`src/verilog/gauge_alert_consts.svh`:
```
// Register offsets, reset values, field positions and scaling for the alert block
`ifndef GAUGE_ALERT_CONSTS_SVH
`define GAUGE_ALERT_CONSTS_SVH

// ==========================================================
// Register offsets (word addresses on the serial link)
`define OFS_STATUS 8'h00
`define OFS_VLIM 8'h01
`define OFS_TLIM 8'h02
`define OFS_SLIM 8'h03
`define OFS_SOC 8'h06
`define OFS_TEMP 8'h08
`define OFS_CELL_VOLTAGE_READING 8'h09
`define OFS_CURR 8'h0a
`define OFS_CFG 8'h1d
`define OFS_DIE 8'h34
`define OFS_PWR 8'hb1
`define OFS_AVGP 8'hb3
`define OFS_ILIM 8'hb4
`define OFS_CFG2 8'hbb
`define OFS_DYN0 8'hd4
`define OFS_DYN1 8'hd5
`define OFS_DYN2 8'hd9
`define OFS_DYN3 8'hda
`define OFS_DYN4 8'hdc
`define OFS_DYN5 8'hdd
`define OFS_DYN6 8'hde
`define OFS_DYN7 8'hdf

// ==========================================================
// Reset values
`define RST_VLIM 16'hff00
`define RST_TLIM 16'h7f80
`define RST_SLIM 16'hff00
`define RST_ILIM 16'h7f80
`define RST_STATUS 16'h8080
`define RST_CFG 16'h0000
`define RST_CFG2 16'h3000
`define RST_WORD 16'h0000

// ==========================================================
// Setup register fields
`define CFG_BER 0
`define CFG_BEI 1
`define CFG_AEN 2
`define CFG_IS 11
`define CFG_VS 12
`define CFG_TS 13
`define CFG_SS 14
`define CFG_HEAT_SOURCE_SELECT 15
`define CFG2_CHARGE_STEP_ALERT_EN 7
`define CFG2_DYN_POWER_EN 12
`define CFG2_RATE_PREDICT_EN 13

// ==========================================================
// Status fields
`define ST_IMN 2
`define ST_BST 3
`define ST_IMX 6
`define ST_CHARGE_STEP_FLAG 7
`define ST_VMN 8
`define ST_TMN 9
`define ST_SMN 10
`define ST_BI 11
`define ST_VMX 12
`define ST_TMX 13
`define ST_SMX 14
`define ST_BR 15

// ==========================================================
// Reading layout, serial port and power scaling
`define SOC_STEP_BIT 8
`define DEV_ADDR_DEF 7'h2a
`define PWR_SHIFT_DEF 16
`define AVG_SHIFT_DEF 3

`endif

```
`src/verilog/gauge_alert_pkg.sv`:
```
// Types shared by the alert block and its serial register port
package gauge_alert_pkg;

  // ==========================================================
  // Serial port sequencer states
  typedef enum logic [8:0] {
    I2C_IDLE = 9'h001,
    I2C_ADDR = 9'h002,
    I2C_ACK_ADDR = 9'h004,
    I2C_PTR = 9'h008,
    I2C_ACK_PTR = 9'h010,
    I2C_WDATA = 9'h020,
    I2C_ACK_WR = 9'h040,
    I2C_RDATA = 9'h080,
    I2C_ACK_RD = 9'h100
  } i2c_state_t;

  // ==========================================================
  // Serial port state
  typedef struct packed {
    i2c_state_t st;
    logic [3:0] bitcnt;
    logic [7:0] shreg;
    logic [7:0] ptr;
    logic [7:0] lowbyte;
    logic hi;
    logic rw;
    logic nack;
    logic [15:0] rword;
    logic [2:0] scl_s;
    logic [2:0] sda_s;
    logic sda_oe;
    logic wr_stb;
    logic [7:0] wr_addr;
    logic [15:0] wr_data;
  } i2c_regs_t;

  // ==========================================================
  // Alert block state
  typedef struct packed {
    logic [15:0] vlim;
    logic [15:0] tlim;
    logic [15:0] slim;
    logic [15:0] ilim;
    logic [15:0] cfg;
    logic [15:0] cfg2;
    logic [15:0] status;
    logic [15:0] volt;
    logic [15:0] curr;
    logic [15:0] die;
    logic [15:0] therm;
    logic [15:0] soc;
    logic [15:0] power;
    logic [15:0] avgpwr;
    logic eval;
    logic [2:0] ins_s;
    logic [2:0] rem_s;
    logic alert_n;
    logic alert_oe;
    logic sda_lvl;
  } gauge_regs_t;

endpackage

```
`src/verilog/fuel_gauge_alert_logic.sv`:
```
// Alert generation, power reports and serial-number overlay of a battery gauge
//
// Contract
// [RULE1] Die temperature always reported; main temperature equals it when source select is 0.
// [RULE2] Instant power is current times voltage, scaled to 1.6mW per bit.
// [RULE3] Average power is a filtered mean of instant power, same scale.
// [RULE4] All alerts share one open-drain alert output with external pull-up.
// [RULE5] Removal comparison true with removal detect enabled raises an alert.
// [RULE6] Insertion comparison true with insertion detect enabled raises an alert.
// [RULE7] With threshold alerts enabled, any reading outside its limits raises an alert.
// [RULE8] With step alerts enabled, a change of charge bit d8 raises an alert.
// [RULE9] Host programs all limits before enabling threshold alerts.
// [RULE10] Insertion and removal alerts hold until host clears their status flag.
// [RULE11] Threshold alerts either latch or clear once the reading is back inside.
// [RULE12] Limit pair holds maximum in upper byte, minimum in lower byte.
// [RULE13] Voltage limits have 20mV steps; reset value ff00 disables them.
// [RULE14] Temperature limits are signed with 1 degree steps; reset 7f80 disables.
// [RULE15] Charge limits compare at 1% steps; reset ff00 disables them.
// [RULE16] Current limits are signed, sense-dependent steps; reset 7f80 disables them.
// [RULE17] Both prediction enables cleared places a 128-bit serial number in outputs.
// [RULE18] Host sets both enables again to resume normal prediction outputs.
// [RULE19] Serial words appear in order at d4, d5, d9, da, dc, dd, de, df.
// [RULE20] Step flag sets on each integer percent crossing, held until host clears.
// [RULE21] Alert pin pulled low while any enabled alert pends, released otherwise.
// [RULE22] Threshold comparisons are re-evaluated on every measurement update.
`timescale 1ns/1ps
`include "gauge_alert_consts.svh"
module fuel_gauge_alert_logic
  import gauge_alert_pkg::*;
#(
  parameter logic [6:0] DEV_ADDR = `DEV_ADDR_DEF, // Arbitrary value
  parameter logic [127:0] SERIAL = 128'h0123_4567_89ab_cdef_fedc_ba98_7654_3210, // Arbitrary
  parameter int PWR_SHIFT = `PWR_SHIFT_DEF,
  parameter int AVG_SHIFT = `AVG_SHIFT_DEF
) (
  // Clock and reset
  input wire logic sys_clk_i,
  input wire logic resetn_i,
  // Serial register port pins
  input wire logic scl_i,
  input wire logic sda_i,
  output logic sda_o,
  output logic sda_oe_o,
  // Measurement front end (same clock)
  input wire logic meas_valid_i,
  input wire logic [15:0] cell_voltage_reading_i,
  input wire logic [15:0] current_i,
  input wire logic [15:0] chip_core_heat_i,
  input wire logic [15:0] thermistor_temp_i,
  input wire logic [15:0] reported_charge_pct_i,
  // Dynamic power and rate prediction words, index 0 to 7
  input wire logic [127:0] dyn_words_i,
  // Battery detect comparators (asynchronous)
  input wire logic insert_cmp_i,
  input wire logic remove_cmp_i,
  // Alert pin
  output logic alert_out_n_o,
  output logic alert_out_n_oe_o
);

  gauge_regs_t s;
  gauge_regs_t n;
  logic [7:0] rd_addr;
  logic [15:0] rdata;
  logic wr_stb;
  logic [7:0] wr_addr;
  logic [15:0] wr_data;
  logic [3:0] over;
  logic [3:0] under;
  logic [3:0] sticky;
  logic [15:0] temp_rep;
  logic serial_mode;
  logic signed [32:0] prod;
  logic signed [32:0] pwr_full;
  logic signed [16:0] avg_diff;

  // Channel order: voltage, temperature, charge, current
  localparam int OVER_BIT [4] = '{`ST_VMX, `ST_TMX, `ST_SMX, `ST_IMX};
  localparam int UNDER_BIT [4] = '{`ST_VMN, `ST_TMN, `ST_SMN, `ST_IMN};

  // ==========================================================
  // Serial register port
  i2c_reg_port #(
    .DEV_ADDR(DEV_ADDR)
  ) u_port (
    .sys_clk_i(sys_clk_i),
    .resetn_i(resetn_i),
    .scl_i(scl_i),
    .sda_i(sda_i),
    .sda_oe_o(sda_oe_o),
    .rd_addr_o(rd_addr),
    .rdata_i(rdata),
    .wr_stb_o(wr_stb),
    .wr_addr_o(wr_addr),
    .wr_data_o(wr_data)
  );

  // ==========================================================
  // Threshold windows; voltage and charge unsigned, others signed
  limit_check #(
    .CH(4)
  ) u_limits (
    .rd_hi_i({s.curr[15:8], s.soc[15:8], temp_rep[15:8], s.volt[15:8]}),
    .lim_i({s.ilim, s.slim, s.tlim, s.vlim}),
    .sgn_i(4'b1010), // [RULE14] [RULE16]
    .over_o(over),
    .under_o(under)
  );

  // Main temperature follows the source select
  assign temp_rep = s.cfg[`CFG_HEAT_SOURCE_SELECT] ? s.therm : s.die; // [RULE1]
  assign sticky = {s.cfg[`CFG_IS], s.cfg[`CFG_SS], s.cfg[`CFG_TS], s.cfg[`CFG_VS]};
  assign serial_mode = ~s.cfg2[`CFG2_RATE_PREDICT_EN] & ~s.cfg2[`CFG2_DYN_POWER_EN]; // [RULE17] [RULE18]

  // ==========================================================
  // Power arithmetic on the incoming readings
  assign prod = $signed(current_i) * $signed({1'b0, cell_voltage_reading_i});
  assign pwr_full = prod >>> PWR_SHIFT; // [RULE2]
  assign avg_diff = $signed({s.power[15], s.power}) - $signed({s.avgpwr[15], s.avgpwr});

  // ==========================================================
  // Register read multiplexer; unmapped offsets read zero
  always_comb begin
    rdata = `RST_WORD;
    case (rd_addr)
      `OFS_STATUS: rdata = s.status;
      `OFS_VLIM: rdata = s.vlim;
      `OFS_TLIM: rdata = s.tlim;
      `OFS_SLIM: rdata = s.slim;
      `OFS_ILIM: rdata = s.ilim;
      `OFS_SOC: rdata = s.soc;
      `OFS_TEMP: rdata = temp_rep;
      `OFS_CELL_VOLTAGE_READING: rdata = s.volt;
      `OFS_CURR: rdata = s.curr;
      `OFS_CFG: rdata = s.cfg;
      `OFS_CFG2: rdata = s.cfg2;
      `OFS_DIE: rdata = s.die; // [RULE1]
      `OFS_PWR: rdata = s.power;
      `OFS_AVGP: rdata = s.avgpwr;
      // Prediction outputs, replaced by serial words in serial mode
      `OFS_DYN0: rdata = serial_mode ? SERIAL[15:0] : dyn_words_i[15:0]; // [RULE19]
      `OFS_DYN1: rdata = serial_mode ? SERIAL[31:16] : dyn_words_i[31:16];
      `OFS_DYN2: rdata = serial_mode ? SERIAL[47:32] : dyn_words_i[47:32];
      `OFS_DYN3: rdata = serial_mode ? SERIAL[63:48] : dyn_words_i[63:48];
      `OFS_DYN4: rdata = serial_mode ? SERIAL[79:64] : dyn_words_i[79:64];
      `OFS_DYN5: rdata = serial_mode ? SERIAL[95:80] : dyn_words_i[95:80];
      `OFS_DYN6: rdata = serial_mode ? SERIAL[111:96] : dyn_words_i[111:96];
      `OFS_DYN7: rdata = serial_mode ? SERIAL[127:112] : dyn_words_i[127:112];
      default: rdata = `RST_WORD;
    endcase
  end

  // ==========================================================
  // Next state: readings, register writes, flags and alert pin
  always_comb begin
    n = s;
    // Detect comparators pass two flip-flops before use
    n.ins_s = {s.ins_s[1:0], insert_cmp_i};
    n.rem_s = {s.rem_s[1:0], remove_cmp_i};
    n.eval = meas_valid_i;

    // Capture readings and update power reports
    if (meas_valid_i) begin
      n.volt = cell_voltage_reading_i;
      n.curr = current_i;
      n.die = chip_core_heat_i;
      n.therm = thermistor_temp_i;
      n.soc = reported_charge_pct_i;
      n.power = pwr_full[15:0]; // [RULE2]
    end
    // Average moves toward the newly captured instant value one clock after each update
    if (s.eval) begin
      n.avgpwr = s.avgpwr + 16'(avg_diff >>> AVG_SHIFT); // [RULE3]
    end

    // Register writes from the host
    if (wr_stb) begin
      case (wr_addr)
        `OFS_VLIM: n.vlim = wr_data; // [RULE13]
        `OFS_TLIM: n.tlim = wr_data;
        `OFS_SLIM: n.slim = wr_data; // [RULE15]
        `OFS_ILIM: n.ilim = wr_data;
        `OFS_CFG: n.cfg = wr_data;
        `OFS_CFG2: n.cfg2 = wr_data; // [RULE18]
        default: begin
        end
      endcase
    end

    // Auto-clearing threshold flags drop once back inside the window
    if (s.eval) begin
      for (int c = 0; c < 4; c++) begin
        if (!sticky[c]) begin
          n.status[OVER_BIT[c]] = s.status[OVER_BIT[c]] & over[c]; // [RULE11]
          n.status[UNDER_BIT[c]] = s.status[UNDER_BIT[c]] & under[c]; // [RULE11]
        end
      end
    end
    // Host write to status, then hardware sets win over the clear
    if (wr_stb && wr_addr == `OFS_STATUS) begin
      n.status = wr_data; // [RULE10]
    end
    if (s.eval) begin
      for (int c = 0; c < 4; c++) begin
        n.status[OVER_BIT[c]] = n.status[OVER_BIT[c]] | over[c]; // [RULE22]
        n.status[UNDER_BIT[c]] = n.status[UNDER_BIT[c]] | under[c]; // [RULE22]
      end
    end
    if (meas_valid_i && reported_charge_pct_i[`SOC_STEP_BIT] != s.soc[`SOC_STEP_BIT]) begin
      n.status[`ST_CHARGE_STEP_FLAG] = 1'b1; // [RULE20]
    end
    // Detect events fire on the rising edge of each comparison
    if (s.ins_s[1] && !s.ins_s[2]) begin
      n.status[`ST_BI] = 1'b1; // [RULE6]
    end
    if (s.rem_s[1] && !s.rem_s[2]) begin
      n.status[`ST_BR] = 1'b1; // [RULE5]
    end
    n.status[`ST_BST] = s.rem_s[2];

    // Pull the pin low while any enabled alert pends
    n.alert_oe = (s.cfg[`CFG_AEN] & (|{n.status[`ST_VMX], n.status[`ST_VMN],
                  n.status[`ST_TMX], n.status[`ST_TMN], n.status[`ST_SMX],
                  n.status[`ST_SMN], n.status[`ST_IMX], n.status[`ST_IMN]})) // [RULE7]
                 | (s.cfg[`CFG_BER] & n.status[`ST_BR]) // [RULE5] [RULE10]
                 | (s.cfg[`CFG_BEI] & n.status[`ST_BI]) // [RULE6] [RULE10]
                 | (s.cfg2[`CFG2_CHARGE_STEP_ALERT_EN] & n.status[`ST_CHARGE_STEP_FLAG]); // [RULE8]
    n.alert_n = ~n.alert_oe; // [RULE4] [RULE21]
    n.sda_lvl = 1'b0;
  end

  // ==========================================================
  // State register
  always_ff @(posedge sys_clk_i) begin
    if (!resetn_i) begin
      s <= '0;
      s.vlim <= `RST_VLIM; // [RULE13]
      s.tlim <= `RST_TLIM; // [RULE14]
      s.slim <= `RST_SLIM; // [RULE15]
      s.ilim <= `RST_ILIM; // [RULE16]
      s.cfg <= `RST_CFG;
      s.cfg2 <= `RST_CFG2;
      s.status <= `RST_STATUS;
      s.alert_n <= 1'b1;
    end else begin
      s <= n;
    end
  end

  // Outputs taken from the state register
  assign alert_out_n_o = s.alert_n;
  assign alert_out_n_oe_o = s.alert_oe;
  assign sda_o = s.sda_lvl;

endmodule

```
`src/verilog/i2c_reg_port.sv`:
```
// Two-wire serial slave giving word read and write access to the register file
`timescale 1ns/1ps
`include "gauge_alert_consts.svh"
module i2c_reg_port
  import gauge_alert_pkg::*;
#(
  parameter logic [6:0] DEV_ADDR = `DEV_ADDR_DEF // Arbitrary value
) (
  // Clock and reset
  input wire logic sys_clk_i,
  input wire logic resetn_i,
  // Serial pins
  input wire logic scl_i,
  input wire logic sda_i,
  output logic sda_oe_o,
  // Register access
  output logic [7:0] rd_addr_o,
  input wire logic [15:0] rdata_i,
  output logic wr_stb_o,
  output logic [7:0] wr_addr_o,
  output logic [15:0] wr_data_o
);

  i2c_regs_t s;
  i2c_regs_t n;
  logic scl_rise;
  logic scl_fall;
  logic start_c;
  logic stop_c;
  logic [7:0] txb;

  // ==========================================================
  // Bus condition detection on the second synchroniser stage onward
  assign scl_rise = s.scl_s[1] & ~s.scl_s[2];
  assign scl_fall = ~s.scl_s[1] & s.scl_s[2];
  assign start_c = s.scl_s[1] & s.scl_s[2] & ~s.sda_s[1] & s.sda_s[2];
  assign stop_c = s.scl_s[1] & s.scl_s[2] & s.sda_s[1] & ~s.sda_s[2];
  assign txb = s.hi ? s.rword[15:8] : s.rword[7:0];

  // ==========================================================
  // Next state: bit shifting, acknowledge and low-byte-first words
  always_comb begin
    n = s;
    n.wr_stb = 1'b0;
    n.scl_s = {s.scl_s[1:0], scl_i};
    n.sda_s = {s.sda_s[1:0], sda_i};
    if (start_c) begin
      n.st = I2C_ADDR;
      n.bitcnt = 4'h0;
      n.hi = 1'b0;
      n.sda_oe = 1'b0;
    end else if (stop_c) begin
      n.st = I2C_IDLE;
      n.sda_oe = 1'b0;
    end else if (scl_rise) begin
      case (s.st)
        I2C_ADDR, I2C_PTR, I2C_WDATA: begin
          n.shreg = {s.shreg[6:0], s.sda_s[1]};
          n.bitcnt = s.bitcnt + 4'h1;
        end
        I2C_RDATA: begin
          n.bitcnt = s.bitcnt + 4'h1;
        end
        I2C_ACK_RD: begin
          n.nack = s.sda_s[1];
          // Step the pointer early so the next word is ready at the fall
          if (!s.sda_s[1] && s.hi) begin
            n.ptr = s.ptr + 8'h01;
          end
        end
        default: begin
        end
      endcase
    end else if (scl_fall) begin
      case (s.st)
        I2C_ADDR: begin
          if (s.bitcnt == 4'h8 && s.shreg[7:1] == DEV_ADDR) begin
            n.sda_oe = 1'b1;
            n.rw = s.shreg[0];
            n.st = I2C_ACK_ADDR;
          end else if (s.bitcnt == 4'h8) begin
            n.st = I2C_IDLE;
          end
        end
        I2C_ACK_ADDR: begin
          n.bitcnt = 4'h0;
          if (s.rw) begin
            n.st = I2C_RDATA;
            n.hi = 1'b0;
            n.rword = rdata_i;
            n.sda_oe = ~rdata_i[7];
          end else begin
            n.st = I2C_PTR;
            n.sda_oe = 1'b0;
          end
        end
        I2C_PTR: begin
          if (s.bitcnt == 4'h8) begin
            n.ptr = s.shreg;
            n.sda_oe = 1'b1;
            n.st = I2C_ACK_PTR;
          end
        end
        I2C_WDATA: begin
          if (s.bitcnt == 4'h8) begin
            n.sda_oe = 1'b1;
            n.st = I2C_ACK_WR;
            n.hi = ~s.hi;
            if (s.hi) begin
              n.wr_stb = 1'b1;
              n.wr_addr = s.ptr;
              n.wr_data = {s.shreg, s.lowbyte};
              n.ptr = s.ptr + 8'h01;
            end else begin
              n.lowbyte = s.shreg;
            end
          end
        end
        I2C_ACK_PTR, I2C_ACK_WR: begin
          n.sda_oe = 1'b0;
          n.bitcnt = 4'h0;
          n.st = I2C_WDATA;
        end
        I2C_RDATA: begin
          if (s.bitcnt == 4'h8) begin
            n.sda_oe = 1'b0;
            n.st = I2C_ACK_RD;
          end else begin
            n.sda_oe = ~txb[3'd7 - s.bitcnt[2:0]];
          end
        end
        I2C_ACK_RD: begin
          n.bitcnt = 4'h0;
          if (s.nack) begin
            n.st = I2C_IDLE;
          end else if (s.hi) begin
            n.st = I2C_RDATA;
            n.hi = 1'b0;
            n.rword = rdata_i;
            n.sda_oe = ~rdata_i[7];
          end else begin
            n.st = I2C_RDATA;
            n.hi = 1'b1;
            n.sda_oe = ~s.rword[15];
          end
        end
        default: begin
          n.st = I2C_IDLE;
        end
      endcase
    end
  end

  // ==========================================================
  // State register
  always_ff @(posedge sys_clk_i) begin
    if (!resetn_i) begin
      s <= '0;
      s.st <= I2C_IDLE;
      s.scl_s <= 3'h7;
      s.sda_s <= 3'h7;
    end else begin
      s <= n;
    end
  end

  // Outputs taken from the state register
  assign sda_oe_o = s.sda_oe;
  assign rd_addr_o = s.ptr;
  assign wr_stb_o = s.wr_stb;
  assign wr_addr_o = s.wr_addr;
  assign wr_data_o = s.wr_data;

endmodule

```
`src/verilog/limit_check.sv`:
```
// Min/max window comparison of reading high bytes against limit pairs
`timescale 1ns/1ps
module limit_check #(
  parameter int CH = 4
) (
  // Readings and limits
  input wire logic [CH*8-1:0] rd_hi_i,
  input wire logic [CH*16-1:0] lim_i,
  input wire logic [CH-1:0] sgn_i,
  // Results
  output logic [CH-1:0] over_o,
  output logic [CH-1:0] under_o
);

  // ==========================================================
  // One comparator pair per channel, signed or unsigned by channel
  genvar g;
  generate
    for (g = 0; g < CH; g++) begin : g_ch
      logic [8:0] rd_x;
      logic [8:0] mx_x;
      logic [8:0] mn_x;
      // Extend by sign or zero so a single signed compare serves both kinds
      assign rd_x = {sgn_i[g] & rd_hi_i[g*8+7], rd_hi_i[g*8 +: 8]};
      assign mx_x = {sgn_i[g] & lim_i[g*16+15], lim_i[g*16+8 +: 8]};
      assign mn_x = {sgn_i[g] & lim_i[g*16+7], lim_i[g*16 +: 8]};
      assign over_o[g] = $signed(rd_x) > $signed(mx_x); // [RULE12]
      assign under_o[g] = $signed(rd_x) < $signed(mn_x); // [RULE12]
    end
  endgenerate

endmodule
```
`config.mk`:
```
export PLATFORM = sky130hd
export DESIGN_NAME = fuel_gauge_alert_logic
export DESIGN_NICKNAME = d
export VERILOG_FILES = /design/src/verilog/gauge_alert_pkg.sv /design/src/verilog/fuel_gauge_alert_logic.sv /design/src/verilog/i2c_reg_port.sv /design/src/verilog/limit_check.sv
export VERILOG_INCLUDE_DIRS = /design/src /design/src/verilog
export SDC_FILE = /design/constraint.sdc
export NUM_CORES = 2
export LEC_CHECK = 0
export ABC_AREA = 1
export BUFFER_PORTS_ARGS = -buffer_cell sky130_fd_sc_hd__buf_4
export CAP_MARGIN = 20
export CELL_PAD_IN_SITES_DETAIL_PLACEMENT = 2
export CELL_PAD_IN_SITES_GLOBAL_PLACEMENT = 2
export CORE_ASPECT_RATIO = 1.75
export CORE_MARGIN = 2
export CORE_UTILIZATION = 35
export DETAILED_ROUTE_END_ITERATION = 10
export GPL_TIMING_DRIVEN = 0
export PLACE_DENSITY = 0.81
export SETUP_SLACK_MARGIN = 0.5
export SLEW_MARGIN = 40
export SYNTH_ARGS = -nofsm -noshare
export SYNTH_HDL_FRONTEND = slang
export SYNTH_SLANG_ARGS = --single-unit
```
`constraint.sdc`:
```
create_clock -name sys_clk_i -period 9 [get_ports sys_clk_i]
set_clock_uncertainty 0.2 [all_clocks]
set_input_delay 1.8 -clock sys_clk_i [delete_from_list [all_inputs] [get_ports sys_clk_i]]
set_output_delay 1.8 -clock sys_clk_i [all_outputs]
set_load 0.005 [all_outputs]
```
==> flow_metrics.tcl <==
set metrics [dict create \
    status "complete, no violations" \
    clk_pin_slew_ns 0.06 \
    routedWlPerCell_um 30.6 \
    max_stage_delay_ns 0.67 \
    worstHoldPathType "flop to flop" \
    max_freq_ghz 0.120 \
    overflow 0 \
    holdCritStartpoint "u_port.n[30]" \
    r2r.worst_path.cells 23 \
    setup_violations 0 \
    period_share_pct 92.7 \
    cts_hold_buf 0 \
    synthCells 3752 \
    grt_pass1_vias 31900 \
    fillCellCount 9310 \
    fin_setup_tns_ns 0 \
    post_route_cells_drive_above_1_share_pct 9.03 \
    drt-total-wl_mm 154 \
    rrSetupSlack_ns 4.64 \
    areaGrowthSynthToFinish_pct 14.8 \
    finalMaxSlewViolations 0 \
    postRouteAntennaNets 0 \
    ys_warn_count 0 \
    htree_levels 2 \
    cts_buffers 34 \
    synth_edf_count 0 \
    rsz0062_at_grt "no" \
    clock_latency_ns 0.59 \
    dpl.cell_count 4958 \
    worst_slack_ns 0.661 \
    cp.arrival_ns 8.62 \
    leakagePower_nw 15.2 \
    clkSinkCount 321 \
    slew_headroom_pct 33.3 \
    drt-vias-per-instance 5.68 \
    core_area_um2 76100 \
    dieArea_um2 79000 \
    first_pass_iters 5 \
    ys_seq_area_share_pct 24.0 \
    port_buffers 186 \
    via_count 28600 \
    nets 4599 \
    boundaryPins 219 \
    cp_common_cell "fa_1" \
    cp-end-kind "flop" \
    dieWidth_um 213 \
    place.gp.congestion 1.08 \
    cp-endpoint "s[36]" \
    track_usage_pct 39.3 \
    multi_input_area_um2 16900 \
    worstReg2RegStart "s[11]" \
    cp-startpoint "current_i[2]" \
    cts_root_buf "clkbuf_16" \
    synth_seq_cells 321 \
    syn-num-nets 4375 \
    p_per_area_nw_per_um2 311 \
    worst_pin_slew_ns 0.995 \
    hpwl_mm 127 \
    slowest_stage "clkbuf_1" \
    critPathBufInv 6 \
    fp-row-count 134 \
    cp_cell_sequence "clkbuf_1 > clkbuf_1 > nand2_1 > fa_1 > fa_1 > fa_1 > inv_1 > fa_1 > fa_1 > inv_1 > fa_1 > inv_1 > ha_1 > a21oi_1 > a21boi_0 > o21ai_0 > a221oi_1 > a21oi_1 > nor2_1 > nand2_1 > nand2_1 > inv_1" \
    start_util_pct 35.2 \
    place_ws_ns -0.0289 \
    drtIter0Drc 1616 \
    hold_viol 0 \
    fin_crit_ns 8.34 \
    cp.depth 22 \
    critPathTopFamily "adder cells" \
    drc 0 \
    syn_area_um2 26800 \
    cts_tree "done" \
    regArea_um2 6430 \
    synth-async-reset-ratio_pct 0 \
    worstPathRequired_ns 9.28 \
    die_h_um 370 \
    worstReg2RegEnd "s[23]" \
    grt_max_degree 15 \
    synthFlopType "dfxtp_1" \
    ir_drop_v 0.000318 \
    cap_violations 0 \
    grt_pass1_wl_mm 218 \
    antenna_found_initial 21 \
    cp_max_fo 10 \
    clock_path_buffers 3 \
    synthDistinctLibCells 62 \
    timing_worst_setup_path_type "input pin to flop" \
    postSynthAreaPerCell_um2 7.15 \
    finalNonFillerCells 5036 \
    startpoint_type "input pin" \
]
cells in the mapped netlist (all sizes together), types with 6 or more instances:
master | count | area (µm²)
a221oi | 9 | 78.8
o21bai | 6 | 45.0
o21a | 6 | 45.0
nand2 | 679 | 2570
a21o | 8 | 60.1
o2111ai | 8 | 70.1
o21ai | 366 | 1840
buf | 31 | 179
or2 | 10 | 62.6
nor2 | 289 | 1130
nor4 | 18 | 143
clkbuf | 157 | 591
fa | 194 | 3880
o211ai | 46 | 345
nand4 | 37 | 250
a31oi | 11 | 68.8
o22ai | 49 | 307
nor3 | 53 | 314
o221ai | 16 | 140
a21oi | 279 | 1400
xor2 | 22 | 193
nand3 | 116 | 608
a211oi | 20 | 155
inv | 727 | 2730
xnor2 | 12 | 105
a22o | 18 | 158
ha | 214 | 2680
dfxtp | 321 | 6430
power by group:
part	total [mW]	internal, mW	switching, mW
sequential	1.59	1.50	0.0838
clock	1.55	0.857	0.690
combinational	6.45	2.14	4.31
total	9.59	4.50	5.08
worst reg2reg max path, delay by kind of cell, from the launching register on:
family	cells	cell delay, ns
adders and majority gates	2	0.69
AOI/OAI and AO/OA	6	1.62
xor gates and xnor gates	1	0.15
DFF	1	0.39
and+or+nand+nor	12	0.99
buffers and inverters	2	0.22
flip-flops by register name, indices dropped and copies added (netlist names), 4 cells and up:
register          cells
n                     5
s                   226
u_port.n              4
u_port.rd_addr_o      8
u_port.s             50
u_port.wr_addr_o      8
u_port.wr_data_o     16
repair_timing:
action / in CTS / in global routing
endpoints found under the setup margin: 0 / 4
buffers inserted: 0 / 0
resized for setup: 0 / 8
through the flow:
step | util [%] | cell area, µm² | power (mW) | hold slack, ns
6_report | 40.4 | 30800 | 9.59 | 0.223
5_1_grt | 40.4 | 30700 | 10.2 | 0.236
4_1_cts | 40.3 | 30700 | 9.55 | 0.223
3_5_place_dp | 38.8 | 29500 | 7.98 | 0.206
3_3_place_gp | 38.7 | 29500 | 7.72 | 0.203
2_1_floorplan | - | 26800 | 5.54 | 0.190
cell type report:
class,count,area share [%]
multi-input combinational,2512,55.1
buffer,188,2.60
inverter,731,8.91
sequential,321,20.9
tap,1020,4.15
clock buffer,43,2.91
timing repair buffer,188,4.60
clock inverter,15,0.768
antenna,18,0.146
layout by cell type (no fill, tap or decap), types with 5 or more instances in the layout:
cell / Yosys / routed
ha_1: 214 / 214
clkbuf_16: 0 / 34
inv_1: 715 / 715
diode_2: 0 / 18
or2_2: 10 / 10
nor2_1: 277 / 276
buf_2: 23 / 23
o21ai_0: 354 / 348
o21ai_1: 10 / 14
o211ai_1: 46 / 46
o22ai_1: 49 / 49
o21bai_1: 6 / 6
xnor2_1: 12 / 12
nand3_1: 112 / 112
a21oi_1: 279 / 279
a22o_1: 18 / 18
nor3_2: 3 / 5
inv_2: 12 / 12
o2111ai_1: 8 / 8
nor2_2: 8 / 9
nor3_4: 3 / 5
xor2_1: 22 / 22
nand2_1: 674 / 674
a21o_1: 8 / 8
nor4_1: 16 / 15
a31oi_1: 11 / 11
a221oi_1: 9 / 9
buf_4: 5 / 191
bufinv_16: 0 / 5
o21a_1: 6 / 6
fa_1: 194 / 194
clkbuf_1: 156 / 140
clkbuf_2: 1 / 25
nand4_1: 34 / 34
o221ai_1: 16 / 16
a211oi_1: 19 / 19
nor3_1: 47 / 43
dfxtp_1: 321 / 321
cell families after synthesis:
| group | Yosys count | share of synthesized area, % |
|---|---|---|
| adder cells (fa/ha/maj) | 408 | 24.5 |
| other | 1 | 0.0140 |
| XOR/XNOR | 34 | 1.11 |
| buffers and inverters | 919 | 13.1 |
| flip-flops | 321 | 24.0 |
| AND/OR/NAND/NOR | 1204 | 19.0 |
| AO/OA/AOI/OAI | 865 | 18.4 |
worst min path at each step:
stage | cells after the start | to | slack [ns]
2_1_floorplan | 2 | n[5] | 0.19
3_3_place_gp | 1 | u_port.n[31] | 0.20
3_5_place_dp | 2 | n[8] | 0.21
4_1_cts | 2 | n[8] | 0.22
5_1_grt | 2 | n[8] | 0.24
6_report | 1 | u_port.n[31] | 0.22
layer usage:
layer | track usage [%] | up-vias | wire, µm
met5 | 0 | - | 40
met3 | 9.22 | 632 | 8800
met2 | 69.9 | 1112 | 77600
met1 | 34.4 | 14400 | 47500
met4 | 42.2 | 6 | 20000
li1 | - | 12500 | -
(Power assumes the default switching activity.)
